### src/hdl/pwct_pkg.sv
// Purpose: shared constants and types of the pwm output / input capture timer
// Assumes: 100 MHz system clock
// Notes:   not every reset value lives here, only the counter, divider, filter-run and flag reset values
package pwct_pkg;

  localparam int unsigned SYS_CLK_MHZ   = 100;
  localparam int unsigned FAST_TICK_MHZ = 48;

  // fractional accumulator that derives the 48 MHz capture tick from sys_clk
  localparam logic [7:0] FAST_ACC_STEP = 8'(FAST_TICK_MHZ);
  localparam logic [7:0] FAST_ACC_WRAP = 8'(SYS_CLK_MHZ);

  localparam int unsigned CNT_W     = 16;
  localparam logic [15:0] CNT_RESET = 16'h0000;
  localparam logic [15:0] CNT_MAX   = 16'hFFFF;

  localparam int unsigned PSC_W     = 3;
  localparam int unsigned PSC_CNT_W = 7;
  localparam logic [6:0]  PSC_RESET = 7'h00;

  localparam logic [1:0] FILT_OFF   = 2'h0;
  localparam logic [1:0] FILT_4     = 2'h1;
  localparam logic [1:0] FILT_8     = 2'h2;
  localparam logic [1:0] FILT_16    = 2'h3;
  localparam logic [4:0] FILT_LEN_4  = 5'h04;
  localparam logic [4:0] FILT_LEN_8  = 5'h08;
  localparam logic [4:0] FILT_LEN_16 = 5'h10;
  localparam logic [4:0] FILT_RUN_RESET = 5'h00;

  localparam int unsigned FLAG_W      = 3;
  localparam int unsigned FLAG_MATCH  = 0;
  localparam int unsigned FLAG_PERIOD = 1;
  localparam int unsigned FLAG_OVF    = 2;
  localparam logic [2:0]  FLAG_RESET  = 3'h0;

  localparam logic MODE_CAPTURE = 1'b0;
  localparam logic MODE_OUTPUT  = 1'b1;

  typedef enum logic [0:0] {
    CAP_WAIT = 1'b0,
    CAP_MEAS = 1'b1
  } pwct_cap_state_t;

endpackage

### src/hdl/pwct_in_filter.sv
// Purpose: glitch filter and edge detector on the timer input
// Assumes: timer_input is synchronous to sys_clk
// Notes:   a level must persist for the full filter length before it passes
`timescale 1ns/10ps
module pwct_in_filter
  import pwct_pkg::*;
(
  input  wire logic       sys_clk,
  input  wire logic       sys_rst,
  input  wire logic       timer_input,
  input  wire logic [1:0] filter_width_select,
  output logic            filt_q,
  output logic            rise_q,
  output logic            fall_q
);

  logic       raw_q;
  logic       raw_d;
  logic       filt_d;
  logic [4:0] run_q;
  logic [4:0] run_d;
  logic       rise_d;
  logic       fall_d;

  function automatic logic [4:0] filt_len(input logic [1:0] sel);
    case (sel)
      FILT_4:  filt_len = FILT_LEN_4;
      FILT_8:  filt_len = FILT_LEN_8;
      FILT_16: filt_len = FILT_LEN_16;
      default: filt_len = FILT_LEN_4;
    endcase
  endfunction

  always_comb begin
    raw_d  = timer_input;
    filt_d = filt_q;
    run_d  = FILT_RUN_RESET;
    if (filter_width_select == FILT_OFF) begin
      filt_d = raw_q;
    end else if (raw_q != filt_q) begin
      // a pulse shorter than the length restarts the count and never passes
      if (run_q == filt_len(filter_width_select) - 5'h01) begin
        filt_d = raw_q;
      end else begin
        run_d = run_q + 5'h01;
      end
    end
    rise_d = filt_d & ~filt_q;
    fall_d = ~filt_d & filt_q;
  end

  always_ff @(posedge sys_clk or posedge sys_rst) begin
    if (sys_rst) begin
      raw_q  <= 1'b0;
      filt_q <= 1'b0;
      run_q  <= FILT_RUN_RESET;
      rise_q <= 1'b0;
      fall_q <= 1'b0;
    end else begin
      raw_q  <= raw_d;
      filt_q <= filt_d;
      run_q  <= run_d;
      rise_q <= rise_d;
      fall_q <= fall_d;
    end
  end

endmodule

### src/hdl/pwct_prescaler.sv
// Purpose: counter tick generator, divide by 1..128 or a 48 MHz capture rate
// Assumes: prescale_select is changed only while the counter is stopped
// Notes:   the divider runs free, so a new setting acts on the very next tick
`timescale 1ns/10ps
module pwct_prescaler
  import pwct_pkg::*;
#(
  parameter bit FAST_ENABLE = 1'b1
) (
  input  wire logic             sys_clk,
  input  wire logic             sys_rst,
  input  wire logic [PSC_W-1:0] prescale_select,
  input  wire logic             fast_sel,
  output logic                  tick_q
);

  logic [PSC_CNT_W-1:0] div_q;
  logic [PSC_CNT_W-1:0] div_d;
  logic [7:0]           acc_q;
  logic [7:0]           acc_d;
  logic                 tick_d;

  function automatic logic [PSC_CNT_W-1:0] psc_mask(input logic [PSC_W-1:0] sel);
    logic [7:0] one_hot;
    one_hot  = 8'h01 << sel;
    psc_mask = PSC_CNT_W'(one_hot - 8'h01);
  endfunction

  always_comb begin
    logic [7:0] sum;
    logic       fast_hit;
    sum      = acc_q + FAST_ACC_STEP;
    fast_hit = 1'b0;
    acc_d    = sum;
    if (sum >= FAST_ACC_WRAP) begin
      acc_d    = sum - FAST_ACC_WRAP;
      fast_hit = 1'b1;
    end
    div_d = div_q + 7'h01;
    // unbuffered selection: the mask is taken straight from the port
    if (FAST_ENABLE && fast_sel) begin
      tick_d = fast_hit;
    end else begin
      tick_d = (div_q & psc_mask(prescale_select)) == psc_mask(prescale_select);
    end
  end

  always_ff @(posedge sys_clk or posedge sys_rst) begin
    if (sys_rst) begin
      div_q  <= PSC_RESET;
      acc_q  <= 8'h00;
      tick_q <= 1'b0;
    end else begin
      div_q  <= div_d;
      acc_q  <= acc_d;
      tick_q <= tick_d;
    end
  end

endmodule

### src/hdl/pwct_timer.sv
// Purpose: 16-bit pwm output / input capture timer with prescaler and filter
// Assumes: software-side strobes are one-cycle pulses synchronous to sys_clk
// Notes:   all software access is by plain ports, no bus
`timescale 1ns/10ps
module pwct_timer
  import pwct_pkg::*;
#(
  parameter bit FAST_ENABLE = 1'b1
) (
  input  wire logic              sys_clk,
  input  wire logic              sys_rst,
  input  wire logic [PSC_W-1:0]  prescale_select,
  input  wire logic              mode_select,
  input  wire logic              polarity_edge_select,
  input  wire logic              single_shot,
  input  wire logic [1:0]        filter_width_select,
  input  wire logic              match_width_irq_en,
  input  wire logic              period_irq_en,
  input  wire logic              overflow_irq_en,
  input  wire logic              shared_fast_select,
  input  wire logic              timer_input,
  input  wire logic              run_wr,
  input  wire logic              run_wr_data,
  input  wire logic              count_wr,
  input  wire logic [CNT_W-1:0]  count_wr_data,
  input  wire logic              compare_wr,
  input  wire logic [CNT_W-1:0]  compare_wr_data,
  input  wire logic              reload_wr,
  input  wire logic [CNT_W-1:0]  reload_wr_data,
  input  wire logic              flag_wr,
  input  wire logic [FLAG_W-1:0] flag_wr_data,
  input  wire logic              count_hi_rd,
  output logic                   run_enable_q,
  output logic [CNT_W-1:0]       base_count_q,
  output logic [CNT_W-1:0]       compare_capture_width_q,
  output logic [CNT_W-1:0]       reload_capture_period_q,
  output logic                   match_width_flag_q,
  output logic                   period_detect_flag_q,
  output logic                   overflow_flag_q,
  output logic [7:0]             count_hi_data_q,
  output logic [7:0]             count_lo_data_q,
  output logic                   irq_q,
  output logic                   pwm_out_q
);

  logic              tick;
  logic              filt;
  logic              rise;
  logic              fall;
  logic              fast_sel;
  logic              period_edge;
  logic              width_edge;
  logic              run_d;
  logic [CNT_W-1:0]  count_d;
  logic [CNT_W-1:0]  compare_d;
  logic [CNT_W-1:0]  reload_d;
  logic [FLAG_W-1:0] flags_q;
  logic [FLAG_W-1:0] flags_d;
  logic [FLAG_W-1:0] flag_set;
  logic [FLAG_W-1:0] irq_en;
  logic [7:0]        hi_d;
  logic [7:0]        lo_d;
  logic              irq_d;
  logic              pwm_d;
  pwct_cap_state_t   cap_q;
  pwct_cap_state_t   cap_d;

  assign fast_sel    = shared_fast_select && (mode_select == MODE_CAPTURE);
  assign period_edge = polarity_edge_select ? fall : rise;
  assign width_edge  = polarity_edge_select ? rise : fall;
  assign irq_en      = {overflow_irq_en, period_irq_en, match_width_irq_en};

  pwct_prescaler #(
    .FAST_ENABLE(FAST_ENABLE)
  ) u_psc (
    .sys_clk        (sys_clk),
    .sys_rst        (sys_rst),
    .prescale_select(prescale_select),
    .fast_sel       (fast_sel),
    .tick_q         (tick)
  );

  pwct_in_filter u_filt (
    .sys_clk            (sys_clk),
    .sys_rst            (sys_rst),
    .timer_input        (timer_input),
    .filter_width_select(filter_width_select),
    .filt_q             (filt),
    .rise_q             (rise),
    .fall_q             (fall)
  );

  // counter, capture registers, run enable and event flags
  always_comb begin
    run_d     = run_enable_q;
    count_d   = base_count_q;
    compare_d = compare_capture_width_q;
    reload_d  = reload_capture_period_q;
    cap_d     = cap_q;
    flag_set  = FLAG_RESET;
    if (compare_wr) begin
      compare_d = compare_wr_data;
    end
    if (reload_wr) begin
      reload_d = reload_wr_data;
    end
    if (run_enable_q) begin
      if (mode_select == MODE_OUTPUT) begin
        if (tick) begin
          if (base_count_q == compare_capture_width_q) begin
            flag_set[FLAG_MATCH] = 1'b1;
          end
          if (base_count_q == reload_capture_period_q) begin
            flag_set[FLAG_OVF] = 1'b1;
            count_d            = CNT_RESET;
            if (single_shot) begin
              run_d = 1'b0;
            end
          end else begin
            count_d = base_count_q + 16'h0001;
          end
        end
      end else begin
        if (period_edge) begin
          if (cap_q == CAP_MEAS) begin
            reload_d              = base_count_q;
            flag_set[FLAG_PERIOD] = 1'b1;
            if (single_shot) begin
              run_d = 1'b0;
            end
          end
          count_d = CNT_RESET;
          cap_d   = CAP_MEAS;
        end else if (tick) begin
          if (base_count_q == CNT_MAX) begin
            flag_set[FLAG_OVF] = 1'b1;
            count_d            = CNT_RESET;
            if (single_shot) begin
              run_d = 1'b0;
            end
          end else begin
            count_d = base_count_q + 16'h0001;
          end
        end
        // the width is only meaningful once a period-starting edge was seen
        if (width_edge && cap_q == CAP_MEAS) begin
          compare_d            = base_count_q;
          flag_set[FLAG_MATCH] = 1'b1;
        end
      end
    end
    if (!run_d) begin
      cap_d = CAP_WAIT;
    end
    // software write of the count wins; software is expected to stop first
    if (count_wr) begin
      count_d = count_wr_data;
    end
    // a hardware stop outranks a software run write in the same cycle
    if (run_wr && (run_d == run_enable_q)) begin
      run_d = run_wr_data;
    end
    flags_d = flags_q;
    if (flag_wr) begin
      flags_d = flags_q & flag_wr_data;
    end
    flags_d = flags_d | flag_set;
  end

  always_ff @(posedge sys_clk or posedge sys_rst) begin
    if (sys_rst) begin
      run_enable_q            <= 1'b0;
      base_count_q            <= CNT_RESET;
      compare_capture_width_q <= CNT_RESET;
      reload_capture_period_q <= CNT_RESET;
      flags_q                 <= FLAG_RESET;
      cap_q                   <= CAP_WAIT;
    end else begin
      run_enable_q            <= run_d;
      base_count_q            <= count_d;
      compare_capture_width_q <= compare_d;
      reload_capture_period_q <= reload_d;
      flags_q                 <= flags_d;
      cap_q                   <= cap_d;
    end
  end

  assign match_width_flag_q   = flags_q[FLAG_MATCH];
  assign period_detect_flag_q = flags_q[FLAG_PERIOD];
  assign overflow_flag_q      = flags_q[FLAG_OVF];

  // output pin, interrupt and count read latch
  always_comb begin
    hi_d  = count_hi_data_q;
    lo_d  = count_lo_data_q;
    irq_d = |(flags_q & irq_en);
    pwm_d = 1'b0;
    if (mode_select == MODE_OUTPUT) begin
      // compare == reload keeps count <= compare all period, a constant level
      pwm_d = (base_count_q <= compare_capture_width_q) ? polarity_edge_select
                                                        : ~polarity_edge_select;
    end
    if (count_hi_rd) begin
      hi_d = base_count_q[15:8];
      lo_d = base_count_q[7:0];
    end
  end

  always_ff @(posedge sys_clk or posedge sys_rst) begin
    if (sys_rst) begin
      count_hi_data_q <= 8'h00;
      count_lo_data_q <= 8'h00;
      irq_q           <= 1'b0;
      pwm_out_q       <= 1'b0;
    end else begin
      count_hi_data_q <= hi_d;
      count_lo_data_q <= lo_d;
      irq_q           <= irq_d;
      pwm_out_q       <= pwm_d;
    end
  end
endmodule

### config.mk
export PLATFORM = sky130hd
export DESIGN_NAME = pwct_timer
export DESIGN_NICKNAME = d
export VERILOG_FILES = /design/src/hdl/pwct_pkg.sv /design/src/hdl/pwct_in_filter.sv /design/src/hdl/pwct_prescaler.sv /design/src/hdl/pwct_timer.sv
export SDC_FILE = /design/constraint.sdc
export NUM_CORES = 1
export LEC_CHECK = 0
export BUFFER_PORTS_ARGS = -buffer_cell sky130_fd_sc_hd__buf_4
export CORE_MARGIN = 2
export CORE_UTILIZATION = 47
export CTS_CLUSTER_DIAMETER = 150
export CTS_CLUSTER_SIZE = 14
export DETAILED_ROUTE_END_ITERATION = 10
export GPL_ROUTABILITY_DRIVEN = 0
export PLACE_DENSITY = 0.81
export REMOVE_ABC_BUFFERS = 1
export SLEW_MARGIN = 10
export SYNTH_ARGS = -nofsm -noshare
export SYNTH_HDL_FRONTEND = slang
export SYNTH_SLANG_ARGS = --single-unit
### constraint.sdc
create_clock -name sys_clk -period 4.2 [get_ports sys_clk]
set_input_delay 0.84 -clock sys_clk [delete_from_list [all_inputs] [get_ports sys_clk]]
set_output_delay 0.84 -clock sys_clk [all_outputs]
set_load 0.005 [all_outputs]
* Word level (Yosys, flattened, before mapping)
Index checks and enable logic that the tools add are counted.
** Word-level totals
- ROM bits :: 0
- Bits in registers :: 96
- Bits in latches :: 0
- Output and inout bits :: 70
- Memories :: 0
- Bits in writable memories :: 0
- Input port bits :: 73
** Operators by class
- Equal/unequal tests :: 13
- Bitwise logic cells :: 10
- Multiply operators :: 0
- Shift-type cells :: 1
- Divide/modulo/power cells :: 0
- Muxes and demuxes :: 62
- Reduce and logical (&&, ||, !) cells :: 9
- $add $sub $neg :: 7
- $lt $le $gt $ge :: 2
** Operators by type and width (number)
- two-way mux 16 bit :: 17
- two-way mux 1 bit :: 36
- equality test 16 bit :: 2
- two-way mux 5 bit :: 5
- adder 16 x 1 -> 16 bit, second input constant :: 1
- equality test 16 bit, second input constant :: 1
- <= comparator 16 bit :: 1
- case mux 5 bit (2 select lines) :: 1
- adder 8 x 6 -> 8 bit, second input constant :: 1
- >= comparator 8 x 7 -> 1 bit, second input constant :: 1
- two-way mux 8 bit :: 1
- subtractor 8 x 7 -> 8 bit, second input constant :: 1
- adder 7 x 1 -> 7 bit, second input constant :: 1
- bitwise AND 7 bit :: 1
- equality test 7 bit :: 1
- << shifter 1 x 3 -> 7 bit, first input constant :: 1
- subtractor 7 x 1 -> 7 bit, second input constant :: 1
- bitwise AND 3 bit :: 2
- two-way mux 3 bit :: 2
- inequality test 2 bit, second input constant :: 3
- AND reduction 3 bit :: 2
- adder 5 x 1 -> 5 bit, second input constant :: 1
- equality test 5 bit :: 1
- subtractor 5 x 1 -> 5 bit, second input constant :: 1
- 12 further kinds :: 19

* Logic depth before layout (Yosys ltp)
Gate-level depths: netlist (run 1).
- Depth in word-level cells :: 11
- Mapped depth :: 9
- Depth with buffers taken out :: 8

* Hierarchy
A second synthesis (run 1) with hierarchy kept.
** Unflattened totals
- Cell total of the unflattened synthesis :: 556
- Area, all modules :: 5391.4 um^2
** By module, submodules not included
- pwct_timer :: seq. area each 1776.7 um^2, area each 4189.0 um^2, times used 1, cells an instance 443
- pwct_prescaler :: seq. area each 350.3 um^2, area each 795.8 um^2, times used 1, cells an instance 75
- pwct_in_filter :: seq. area each 225.2 um^2, area each 406.6 um^2, times used 1, cells an instance 38

* Worst setup path after synthesis (run 1)
OpenSTA, ideal clock, no wires.
- Path kind :: in2reg
- Start point :: input polarity_edge_select
- End point :: register base_count_q[10]
- Required time :: 4.099 ns
- Path buffers :: 1
- Slack :: 1.942 ns
- Data arrival time :: 2.157 ns
- Cell stages on the path :: 7
- Cell sequence :: buf_2 > mux2_2 > nor3_1 > o21ai_1 > o21ai_2 > nand2_1 > o311ai_2
** Between the ends
- Word-level cells in the longest chain between the ends :: 5
** RTL lines
- start, declared :: line pwct_timer.sv:14 : input wire logic polarity_edge_select,
- two-way mux 1 bit (*) :: line pwct_timer.sv:69 : assign period_edge = polarity_edge_select ? fall : rise;
- two-way mux 16 bit :: line pwct_timer.sv:124 : if (period_edge) begin
- two-way mux 16 bit :: line pwct_timer.sv:108 : if (mode_select == MODE_OUTPUT) begin
- two-way mux 16 bit :: line pwct_timer.sv:107 : if (run_enable_q) begin
- two-way mux 16 bit :: line pwct_timer.sv:156 : if (count_wr) begin
- end signal, assigned :: line pwct_timer.sv:180 : base_count_q <= count_d;
- end, declared :: line pwct_timer.sv:34 : output logic [CNT_W-1:0] base_count_q,
Mark *: on every way between the ends. The rest lies on a longest branch, timed or not. The select of a mux whose other input is x is not followed.
A chain may end at the register's enable or synchronous reset.

* Final worst setup path (run 1)
- Start point :: register base_count_q[10]
- End point :: register base_count_q[8]
** Between the ends
- Word-level cells in the longest chain between the ends :: 7
** RTL lines
- equality test 16 bit :: line pwct_timer.sv:135 : if (base_count_q == CNT_MAX) begin
- two-way mux 16 bit :: line pwct_timer.sv:135
- two-way mux 16 bit :: line pwct_timer.sv:134 : end else if (tick) begin
- two-way mux 16 bit :: line pwct_timer.sv:124
- two-way mux 16 bit (*) :: line pwct_timer.sv:108
- two-way mux 16 bit (*) :: line pwct_timer.sv:107
- two-way mux 16 bit (*) :: line pwct_timer.sv:156
Marks and branches as above.

==> reports/qor.csv, run 1 <==
stage,metric,value,unit
worst_hold_path,Worst Hold Class,reg -> reg,
floorplan,Chip Width,110,um
sta,Worst Tran Pin Value,1.20,ns
grt,vias in the first global route,4426,
cts,clk slew on worst S/H paths,0.08,ns
cells_and_area,Antenna Cells,0,
cts,hold buffers post-CTS,0,
cts,CTS Buf Count,9,
logic_synthesis,Syn. warnings,0,
grt,first-pass GRT wire length,21.4,mm
place,Buffers on Ports,142,
floorplan,core area,10900,um2
floorplan,Initial Utilization,48.4,%
cts,clock latency on the worst-skew pair,0.36,ns
drt,metal3 WL,999,um
logic_synthesis,"area leader, netlist",dfrtp_1,
sta,final worst path period share,58.8,%
cells_and_area,layout cell share with drive strength beyond 1,27.8,%
grt,initial antenna violation count,0,
drt,DR iter-0 viols,309,
cells_and_area,Syn-to-layout area delta,23.7,%
cts,post-CTS sizing,0,
grt,total gr overflow,0,
logic_synthesis,"top cells by area, synth","dfrtp_1, mux2i_1, ha_1, o21ai_0, nand2_1",
logic_synthesis,most used flip-flop cell after synthesis,dfrtp_1,
floorplan,# rows,38,
grt,Tot GR Track Use,22.8,%
floorplan,DIE AREA,12100,um2
drt,met2 wire length,6.49,mm
cts,root buffer cell,clkbuf_8,
power_and_ir_drop,Peak VDD IR,0.210,mV
worst_setup_path,Critical Path End Type,flip-flop,
place,Post-DP HPWL,9.94,mm
sta,Final Slew Violations,0,
logic_synthesis,"Seq/Total Area, Yosys",44.6,%
cts,# clock sinks,94,
cells_and_area,"most common cell after layout, fill and taps aside",buf_4,
cells_and_area,fin nets,758,
sta,worst rel slew slack,20.1,%
job,# Max-Cap Violations,0,
cells_and_area,final core occ,59.9,%
drt,Routed WL,13.4,mm
status,status,"finished, final reports clean",
sta,Final setup viols,0,
worst_setup_path,CP Data Arrival Time,2.72,ns
drt,drt wl/cell,16.6,um
logic_synthesis,post-synthesis cell area,5270,um2
cells_and_area,"commonest non-fill, non-tap cells in the layout","buf_4, dfrtp_1, nand2_1, o21ai_0, mux2i_1",
power_and_ir_drop,LEAKAGE,3.10,nW
logic_synthesis,Synth Register Bits,94,
sta,clk_skew,0.00852,ns
sta,unrepaired setup endpoints after global routing,no,
cts,CTS tree,built,
power_and_ir_drop,PD cells,358,nW/um2
floorplan,Die Ht,110,um
worst_setup_path,crit path max fanout,16,
worst_setup_path,Required @ worst endpoint,4.45,ns
worst_setup_path,Worst Setup Start Kind,flip-flop,
sta,post-layout min period,2.47,ns
worst_setup_path,kind of critical path,reg -> reg,
cts,setup repair bufs after CTS,0,
sta,setup TNS,0,ns
drt,DR vias/cell,5.58,
logic_synthesis,Post-synth EDFFs,0,
sta,Max Fclk,0.405,GHz
logic_synthesis,syn_area_per_cell,9.77,um2
power_and_ir_drop,Design Power,2.34,mW
logic_synthesis,ys async rst share,100,%
drt,met1 wire length,5.68,mm
sta,Final Hold Vio Count,0,
grt,largest net degree at the start of global routing,75,
drt,post-route ant nets,0,
cts,htree depth,3,
drt,DR top layer,met4,
logic_synthesis,Synth top area share,44.6,%
cells_and_area,# fillers,923,
drt,Vias,4480,
cts,Longest Clk Path Bufs,2,
logic_synthesis,Synth Instances,540,
floorplan,Ports,143,
drt,DRC viols,0,
drt,DRT Pass-1 Iters,6,
logic_synthesis,"Distinct cells, synth",53,
critical path, stage by stage (launching register included):
cell	delay [ns]
dfrtp_1	0.70
xnor2_1	0.19
nand4_1	0.19
nor4_4	0.46
o21ai_2	0.29
nor4b_1	0.22
a221o_1	0.30
metrics by stage:
| stage | worst slack, ns | std cells | cell area (um2) | hold WS [ns] |
|---|---|---|---|---|
| 2_1_floorplan | 0.911 | 507 | 5090 | 0.433 |
| 3_3_place_gp | 1.55 | 790 | 6340 | 0.450 |
| 3_5_place_dp | 1.49 | 790 | 6340 | 0.454 |
| 4_1_cts | 1.74 | 803 | 6520 | 0.472 |
| 5_1_grt | 1.55 | 803 | 6520 | 0.502 |
| 6_report | 1.73 | 803 | 6520 | 0.475 |
power breakdown:
group | total (mW) | switching (mW) | internal, mW
Combinational | 0.584 | 0.255 | 0.329
Clock | 0.575 | 0.294 | 0.281
Sequential | 1.18 | 0.168 | 1.01
Total | 2.34 | 0.717 | 1.62
layout make-up:
class	instances	area (um2)	share of cell area [%]
well taps	140	175	2.69
clock inverters	2	35.0	0.537
repair buffers	143	1070	16.5
flip-flops and latches	94	2350	36.1
clock buffers	11	141	2.17
inverters	36	138	2.11
multi-input cells	377	2610	40.0
synth_stat cells, types with 2 or more instances:
master,number
nor3_1,6
mux2i_1,37
mux2_2,19
a31oi_1,2
nand4_1,17
and3_1,2
nand2b_1,9
and4_1,4
nand2_1,65
xor2_1,8
ha_1,24
nor4_1,3
o211ai_1,2
inv_1,36
nor2b_1,3
a21o_1,3
buf_1,2
buf_2,9
xnor2_2,2
xnor2_1,24
clkbuf_1,14
o21ai_0,56
dfrtp_1,94
nor2_1,21
a211oi_1,2
buf_6,6
nand3_1,14
a21oi_1,21
o221ai_1,5
o21ai_1,2
a22oi_1,6
flip-flops by register name, indices dropped and copies added (netlist names), 3 cells and up:
name                     cells
u_filt.run_q                 5
count_lo_data_q              8
reload_capture_period_q     16
compare_capture_width_q     16
u_psc.acc_q                  6
count_hi_data_q              8
base_count_q                16
u_psc.div_q                  7
flags_q                      3
cell families (layout without fill, tap and decap cells):
group	count (synthesis)	in the layout	share of synthesized area, %
buf+inv	69	192	6.07
xor+xnor	34	34	5.93
fa+ha+maj	24	24	5.69
flops	94	94	44.6
mux	56	56	11.1
compound gates	110	110	12.4
simple gates	153	153	14.3
routing by layer:
layer,vias up,global-route usage (%)
li1,2121,-
met1,2167,30.1
met2,169,38.0
met3,23,4.80
met4,0,6.24
met5,-,0
final timing paths:
path	start	to	slack, ns	cells past startpoint
max	base_count_q[10]	base_count_q[8]	1.73	6
min reg2reg	u_psc.div_q[6]	u_psc.div_q[6]	0.48	1
max in group asynchronous	sys_rst	reload_capture_period_q[14]	2.70	3
min	u_psc.div_q[6]	u_psc.div_q[6]	0.48	1
min in group asynchronous	sys_rst	irq_q	0.67	2
max reg2reg	base_count_q[10]	base_count_q[8]	1.73	6
Power figures use the tool's default switching activity.
==> run 2: changes to the inputs <==
PLACE_DENSITY = 0.84   (was 0.81)
clock period = 2.15 ns   (was 4.2 ns; I/O delays follow)
==> run 2 against run 1 <==
Net effect: maximum frequency increased by 19%; register-to-register slack got worse by 1.7 ns; combinational power grew 130%; clock power up 130%; via count grew 6.3%; critical path depth grew 1; wire length grew 14%; critical path type unchanged; non-clock buffer count rose by 33; total power increased by 110%; first-iteration DRC count shrank 5.8%.
==> reports/qor.csv, run 2 (synthesized netlist as in run 1, its figures left out) <==
stage,metric,value,unit
worst_setup_path,worst-path cell chain,and4_1 -> nand3_1 -> o21ai_1 -> o21ai_4 -> buf_4 -> a21oi_1 -> o221ai_1,
place,Buffers on Ports,142,
cts,clk slew on worst S/H paths,0.09,ns
cells_and_area,leading registers by flop count,"base_count_q (16), compare_capture_width_q (16), reload_capture_period_q (16)",
worst_setup_path,largest stage delay on the critical path,0.59,ns
worst_setup_path,r2r startpoint,base_count_q[11],
drt,drt wl/cell,18.2,um
sta,Worst Tran Pin Value,0.478,ns
worst_setup_path,"CP delay by family, top",compound AO/OA/AOI/OAI gates,
cts,root buffer cell,clkbuf_8,
worst_setup_path,CP Launch Point,base_count_q[11],
worst_setup_path,kind of critical path,reg -> reg,
power_and_ir_drop,Design Power,4.93,mW
floorplan,Initial Utilization,48.4,%
worst_setup_path,r2r setup slk,0.07,ns
grt,initial antenna violation count,0,
drt,Routed WL,15.2,mm
power_and_ir_drop,Peak VDD IR,0.431,mV
cells_and_area,# fillers,848,
worst_setup_path,crit path max fanout,10,
worst_setup_path,CP Data Arrival Time,2.32,ns
drt,DRC viols,0,
sta,Max Fclk,0.480,GHz
worst_setup_path,critical path's slowest cell,dfrtp_1,
floorplan,DIE AREA,12100,um2
power_and_ir_drop,LEAKAGE,3.29,nW
sta,clk_skew,0.0223,ns
cts,htree depth,3,
status,status,"finished, final reports clean",
cells_and_area,fin nets,791,
floorplan,Die Ht,110,um
place,Post-DP HPWL,11.2,mm
sta,setup TNS,0,ns
grt,first-pass GRT wire length,23.8,mm
cts,clock latency on the worst-skew pair,0.38,ns
job,# Max-Cap Violations,0,
floorplan,# rows,38,
cells_and_area,"most common cell after layout, fill and taps aside",buf_4,
worst_setup_path,FF-to-FF End,base_count_q[5],
grt,total gr overflow,0,
cells_and_area,"commonest non-fill, non-tap cells in the layout","buf_4, dfrtp_1, nand2_1, o21ai_0, mux2i_1",
drt,post-route ant nets,0,
place,pre-CTS WS,0.0922,ns
worst_setup_path,Worst Reg-to-Reg Cells,7,
worst_setup_path,Crit path depth,7,
cells_and_area,Syn-to-layout area delta,30.2,%
worst_setup_path,Critical Path End Type,flip-flop,
cells_and_area,layout cell share with drive strength beyond 1,32.6,%
sta,post-layout min period,2.08,ns
cts,CTS tree,built,
floorplan,core area,10900,um2
cells_and_area,Final Instance Area,6870,um2
sta,Final Slew Violations,0,
power_and_ir_drop,PD cells,718,nW/um2
cts,# clock sinks,94,
worst_setup_path,Worst Setup Start Kind,flip-flop,
worst_setup_path,Required @ worst endpoint,2.39,ns
cts,Longest Clk Path Bufs,2,
cells_and_area,post-route insts no fill,839,
cells_and_area,Antenna Cells,0,
place,Inst Count DP,818,
sta,worst setup margin,0.0659,ns
sta,final worst path period share,96.9,%
drt,Vias,4764,
sta,Final Hold Vio Count,0,
floorplan,Ports,143,
sta,worst rel slew slack,67.8,%
grt,Tot GR Track Use,25.6,%
drt,DR iter-0 viols,291,
drt,DRT Pass-1 Iters,5,
worst_setup_path,WP buf/inv,1,
sta,Hold WS,0.164,ns
grt,largest net degree at the start of global routing,62,
grt,vias in the first global route,4777,
worst_setup_path,Worst Setup EP,base_count_q[5],
cells_and_area,final core occ,63.1,%
place,Post-DP Area,6570,um2
worst_hold_path,Worst Hold Class,in -> reg,
floorplan,Chip Width,110,um
cts,CTS Buf Count,9,
drt,DR vias/cell,5.68,
sta,Final setup viols,0,
[run 2: repair_timing]
action,CTS,global route
hold buffers,1,0
setup buffers,0,4
gates resized for setup,0,11
endpoints found under the setup margin,0,11
hold endpoints to repair,5,0
[run 2: how the worst min path moves through the flow]
stage | startpoint | slack (ns) | cells past startpoint | to
finish | timer_input | 0.16 | 1 | u_filt.raw_q
global route | timer_input | 0.14 | 1 | u_filt.raw_q
CTS | timer_input | 0.15 | 1 | u_filt.raw_q
detailed placement | sys_rst | 0.33 | 2 | u_psc.div_q[4]
global placement | sys_rst | 0.33 | 2 | u_psc.div_q[4]
floorplan | u_filt.run_q[0] | 0.43 | 1 | u_filt.run_q[0]
[run 2: worst reg2reg max path, delay by kind of cell (launching register included)]
family / cells / cell delay, ns
flops: 1 / 0.59
simple gates: 2 / 0.45
buf+inv: 1 / 0.20
compound gates: 4 / 0.71
[run 2: area by class of cell]
cell class / count / area [um2] / area share [%]
Multi-Input combinational cell: 377 / 2640 / 38.4
Sequential cell: 94 / 2360 / 34.3
Clock inverter: 2 / 37.5 / 0.547
Inverter: 36 / 138 / 2.00
Tap cell: 140 / 175 / 2.55
Clock buffer: 14 / 183 / 2.66
Timing Repair Buffer: 176 / 1340 / 19.5
[run 2: layer usage]
layer | vias to the layer above | share of wire, % | track usage, %
li1 | 2194 | - | -
met1 | 2292 | 39 | 30.8
met2 | 230 | 51 | 45.5
met3 | 48 | 6.7 | 5.39
met5 | - | 0 | 0
met4 | 0 | 3.0 | 8.23
[run 2: power breakdown]
part	leakage [nW]	total, mW	internal (mW)	switching (mW)
clock	0.109	1.31	0.667	0.642
sequential	1.12	2.25	1.98	0.270
combinational	2.06	1.37	0.741	0.633
total	3.29	4.93	3.39	1.54
==> run 3: changes to the inputs <==
PLACE_DENSITY = 0.81   (was 0.84)
clock period = 2.3 ns   (was 2.15 ns; I/O delays follow)
==> run 3 against run 2 <==
Net effect: the run now ends with design-rule violations left; clock skew shrank 0.0095 ns; via count decreased by 3.0%; clock power fell by 15%; first-iteration DRC count up 0.34%; highest routed layer unchanged.
==> reports/qor.csv, run 3 (synthesized netlist as in run 1, its figures left out) <==
stage,metric,value,unit
floorplan,Die Ht,110,um
cells_and_area,layout cell share with drive strength beyond 1,31.0,%
cells_and_area,post-route insts no fill,826,
power_and_ir_drop,PD cells,658,nW/um2
status,failing checks,design-rule violations,
power_and_ir_drop,NetSw,1.39,mW
sta,Max Fclk,0.471,GHz
sta,clk_skew,0.0128,ns
grt,largest net degree at the start of global routing,44,
grt,Tot GR Track Use,24.6,%
job,# Max-Cap Violations,0,
worst_setup_path,Required @ worst endpoint,2.53,ns
floorplan,# rows,38,
drt,DRT Pass-1 Iters,8,
status,status,"finished, violations left",
drt,Routed WL,14.5,mm
sta,final worst path period share,92.2,%
drt,Vias,4621,
worst_setup_path,r2r setup slk,0.18,ns
place,Buffers on Ports,142,
floorplan,DIE AREA,12100,um2
place,Post-DP Area,6510,um2
drt,post-route ant nets,0,
sta,worst rel slew slack,64.0,%
cts,clock latency on the worst-skew pair,0.36,ns
drt,DR iter-0 viols,292,
worst_setup_path,critical path's slowest cell,dfrtp_2,
power_and_ir_drop,Design Power,4.42,mW
power_and_ir_drop,LEAKAGE,3.22,nW
drt,DR vias/cell,5.59,
worst_setup_path,crit path max fanout,10,
floorplan,Initial Utilization,48.4,%
cts,clk slew on worst S/H paths,0.09,ns
sta,Hold WS,0.145,ns
cts,Longest Clk Path Bufs,2,
cts,CTS Buf Count,9,
sta,setup TNS,0,ns
cts,htree depth,3,
power_and_ir_drop,Seq pwr share,47.1,%
place,Post-DP HPWL,11.1,mm
sta,post-layout min period,2.12,ns
worst_setup_path,worst-path cell chain,xnor2_1 -> nand4_1 -> nor4_4 -> o21ai_2 -> buf_4 -> a22oi_1 -> o21ai_0,
cells_and_area,fin nets,779,
worst_setup_path,Worst Reg-to-Reg Cells,7,
floorplan,Ports,143,
sta,worst setup margin,0.178,ns
grt,first-pass GRT wire length,22.8,mm
cells_and_area,leading registers by flop count,"base_count_q (16), compare_capture_width_q (16), reload_capture_period_q (16)",
power_and_ir_drop,Sw Ratio,31.5,%
cells_and_area,Antenna Cells,0,
sta,unrepaired setup endpoints after global routing,no,
grt,vias in the first global route,4582,
worst_setup_path,FF-to-FF End,base_count_q[12],
sta,Worst Tran Pin Value,0.540,ns
worst_setup_path,kind of critical path,reg -> reg,
cells_and_area,Final Instance Area,6720,um2
grt,initial antenna violation count,0,
cells_and_area,final core occ,61.7,%
grt,total gr overflow,0,
worst_setup_path,r2r startpoint,base_count_q[4],
drt,DRC viols,2,
power_and_ir_drop,Peak VDD IR,0.279,mV
cells_and_area,Syn-to-layout area delta,27.4,%
drt,drt wl/cell,17.5,um
worst_setup_path,Worst Setup Start Kind,flip-flop,
sta,Final Slew Violations,0,
place,Inst Count DP,810,
sta,Final setup viols,0,
cells_and_area,"most common cell after layout, fill and taps aside",buf_4,
cells_and_area,"commonest non-fill, non-tap cells in the layout","buf_4, dfrtp_1, nand2_1, o21ai_0, mux2i_1",
floorplan,core area,10900,um2
sta,Final Hold Vio Count,0,
cells_and_area,# fillers,879,
floorplan,Chip Width,110,um
worst_hold_path,Worst Hold Class,in -> async,
power_and_ir_drop,clock network power share,25.1,%
cts,hold buffers post-CTS,0,
power_and_ir_drop,combinational share of power,27.8,%
cts,root buffer cell,clkbuf_8,
cts,# clock sinks,94,
place,pre-CTS WS,0.160,ns
worst_setup_path,Critical Path End Type,flip-flop,
worst_setup_path,CP Data Arrival Time,2.35,ns
cts,CTS tree,built,
power_and_ir_drop,internal power,3.03,mW
worst_setup_path,largest stage delay on the critical path,0.51,ns
==> run 3: worst max-delay path by stage <==
stage	start	endpoint	slack (ns)	depth (start not counted)
2_1_floorplan	sys_rst	base_count_q[0]	-0.61	1
3_3_place_gp	polarity_edge_select	base_count_q[10]	0.25	7
3_5_place_dp	base_count_q[10]	base_count_q[3]	0.16	7
4_1_cts	base_count_q[7]	base_count_q[3]	0.08	7
5_1_grt	base_count_q[13]	base_count_q[3]	0.06	7
6_report	base_count_q[4]	base_count_q[12]	0.18	7
==> run 3: power groups by stage <==
stage	registers, mW	logic [mW]	clock network, mW
final	2.08	1.23	1.11
after global placement	2.10	1.19	0
after global routing	2.11	1.36	1.21
after CTS	2.08	1.23	1.12
after floorplan	2.10	0.536	0
after detailed placement	2.11	1.23	0
==> run 3: repair_timing <==
| item | CTS | global route |
|---|---|---|
| setup endpoints to repair | 0 | 4 |
| resized for setup | 0 | 5 |
| buffers inserted | 0 | 1 |
==> run 3: layout make-up <==
class	count	area (um2)	area share, %
flip-flops and latches	94	2360	35.1
clock buffers	10	138	2.05
well taps	140	175	2.61
repair buffers	164	1240	18.5
inverters	36	138	2.05
multi-input cells	377	2610	38.8
clock inverters	5	60.1	0.894
==> run 3: worst max-delay path: cells and delay by family (launching register included) <==
| kind | cells | cell delay [ns] |
|---|---|---|
| AND/OR/NAND/NOR | 2 | 0.63 |
| flip-flops | 1 | 0.51 |
| AO/OA/AOI/OAI | 3 | 0.48 |
| buffers and inverters | 1 | 0.21 |
| XOR/XNOR | 1 | 0.18 |
==> run 3: routing by layer <==
metal	vias up	global-route usage, %	wire [um]
met5	-	0	0
met4	0	7.23	305
met3	28	5.33	1190
met2	207	42.7	7290
met1	2223	30.7	5670
li1	2163	-	-
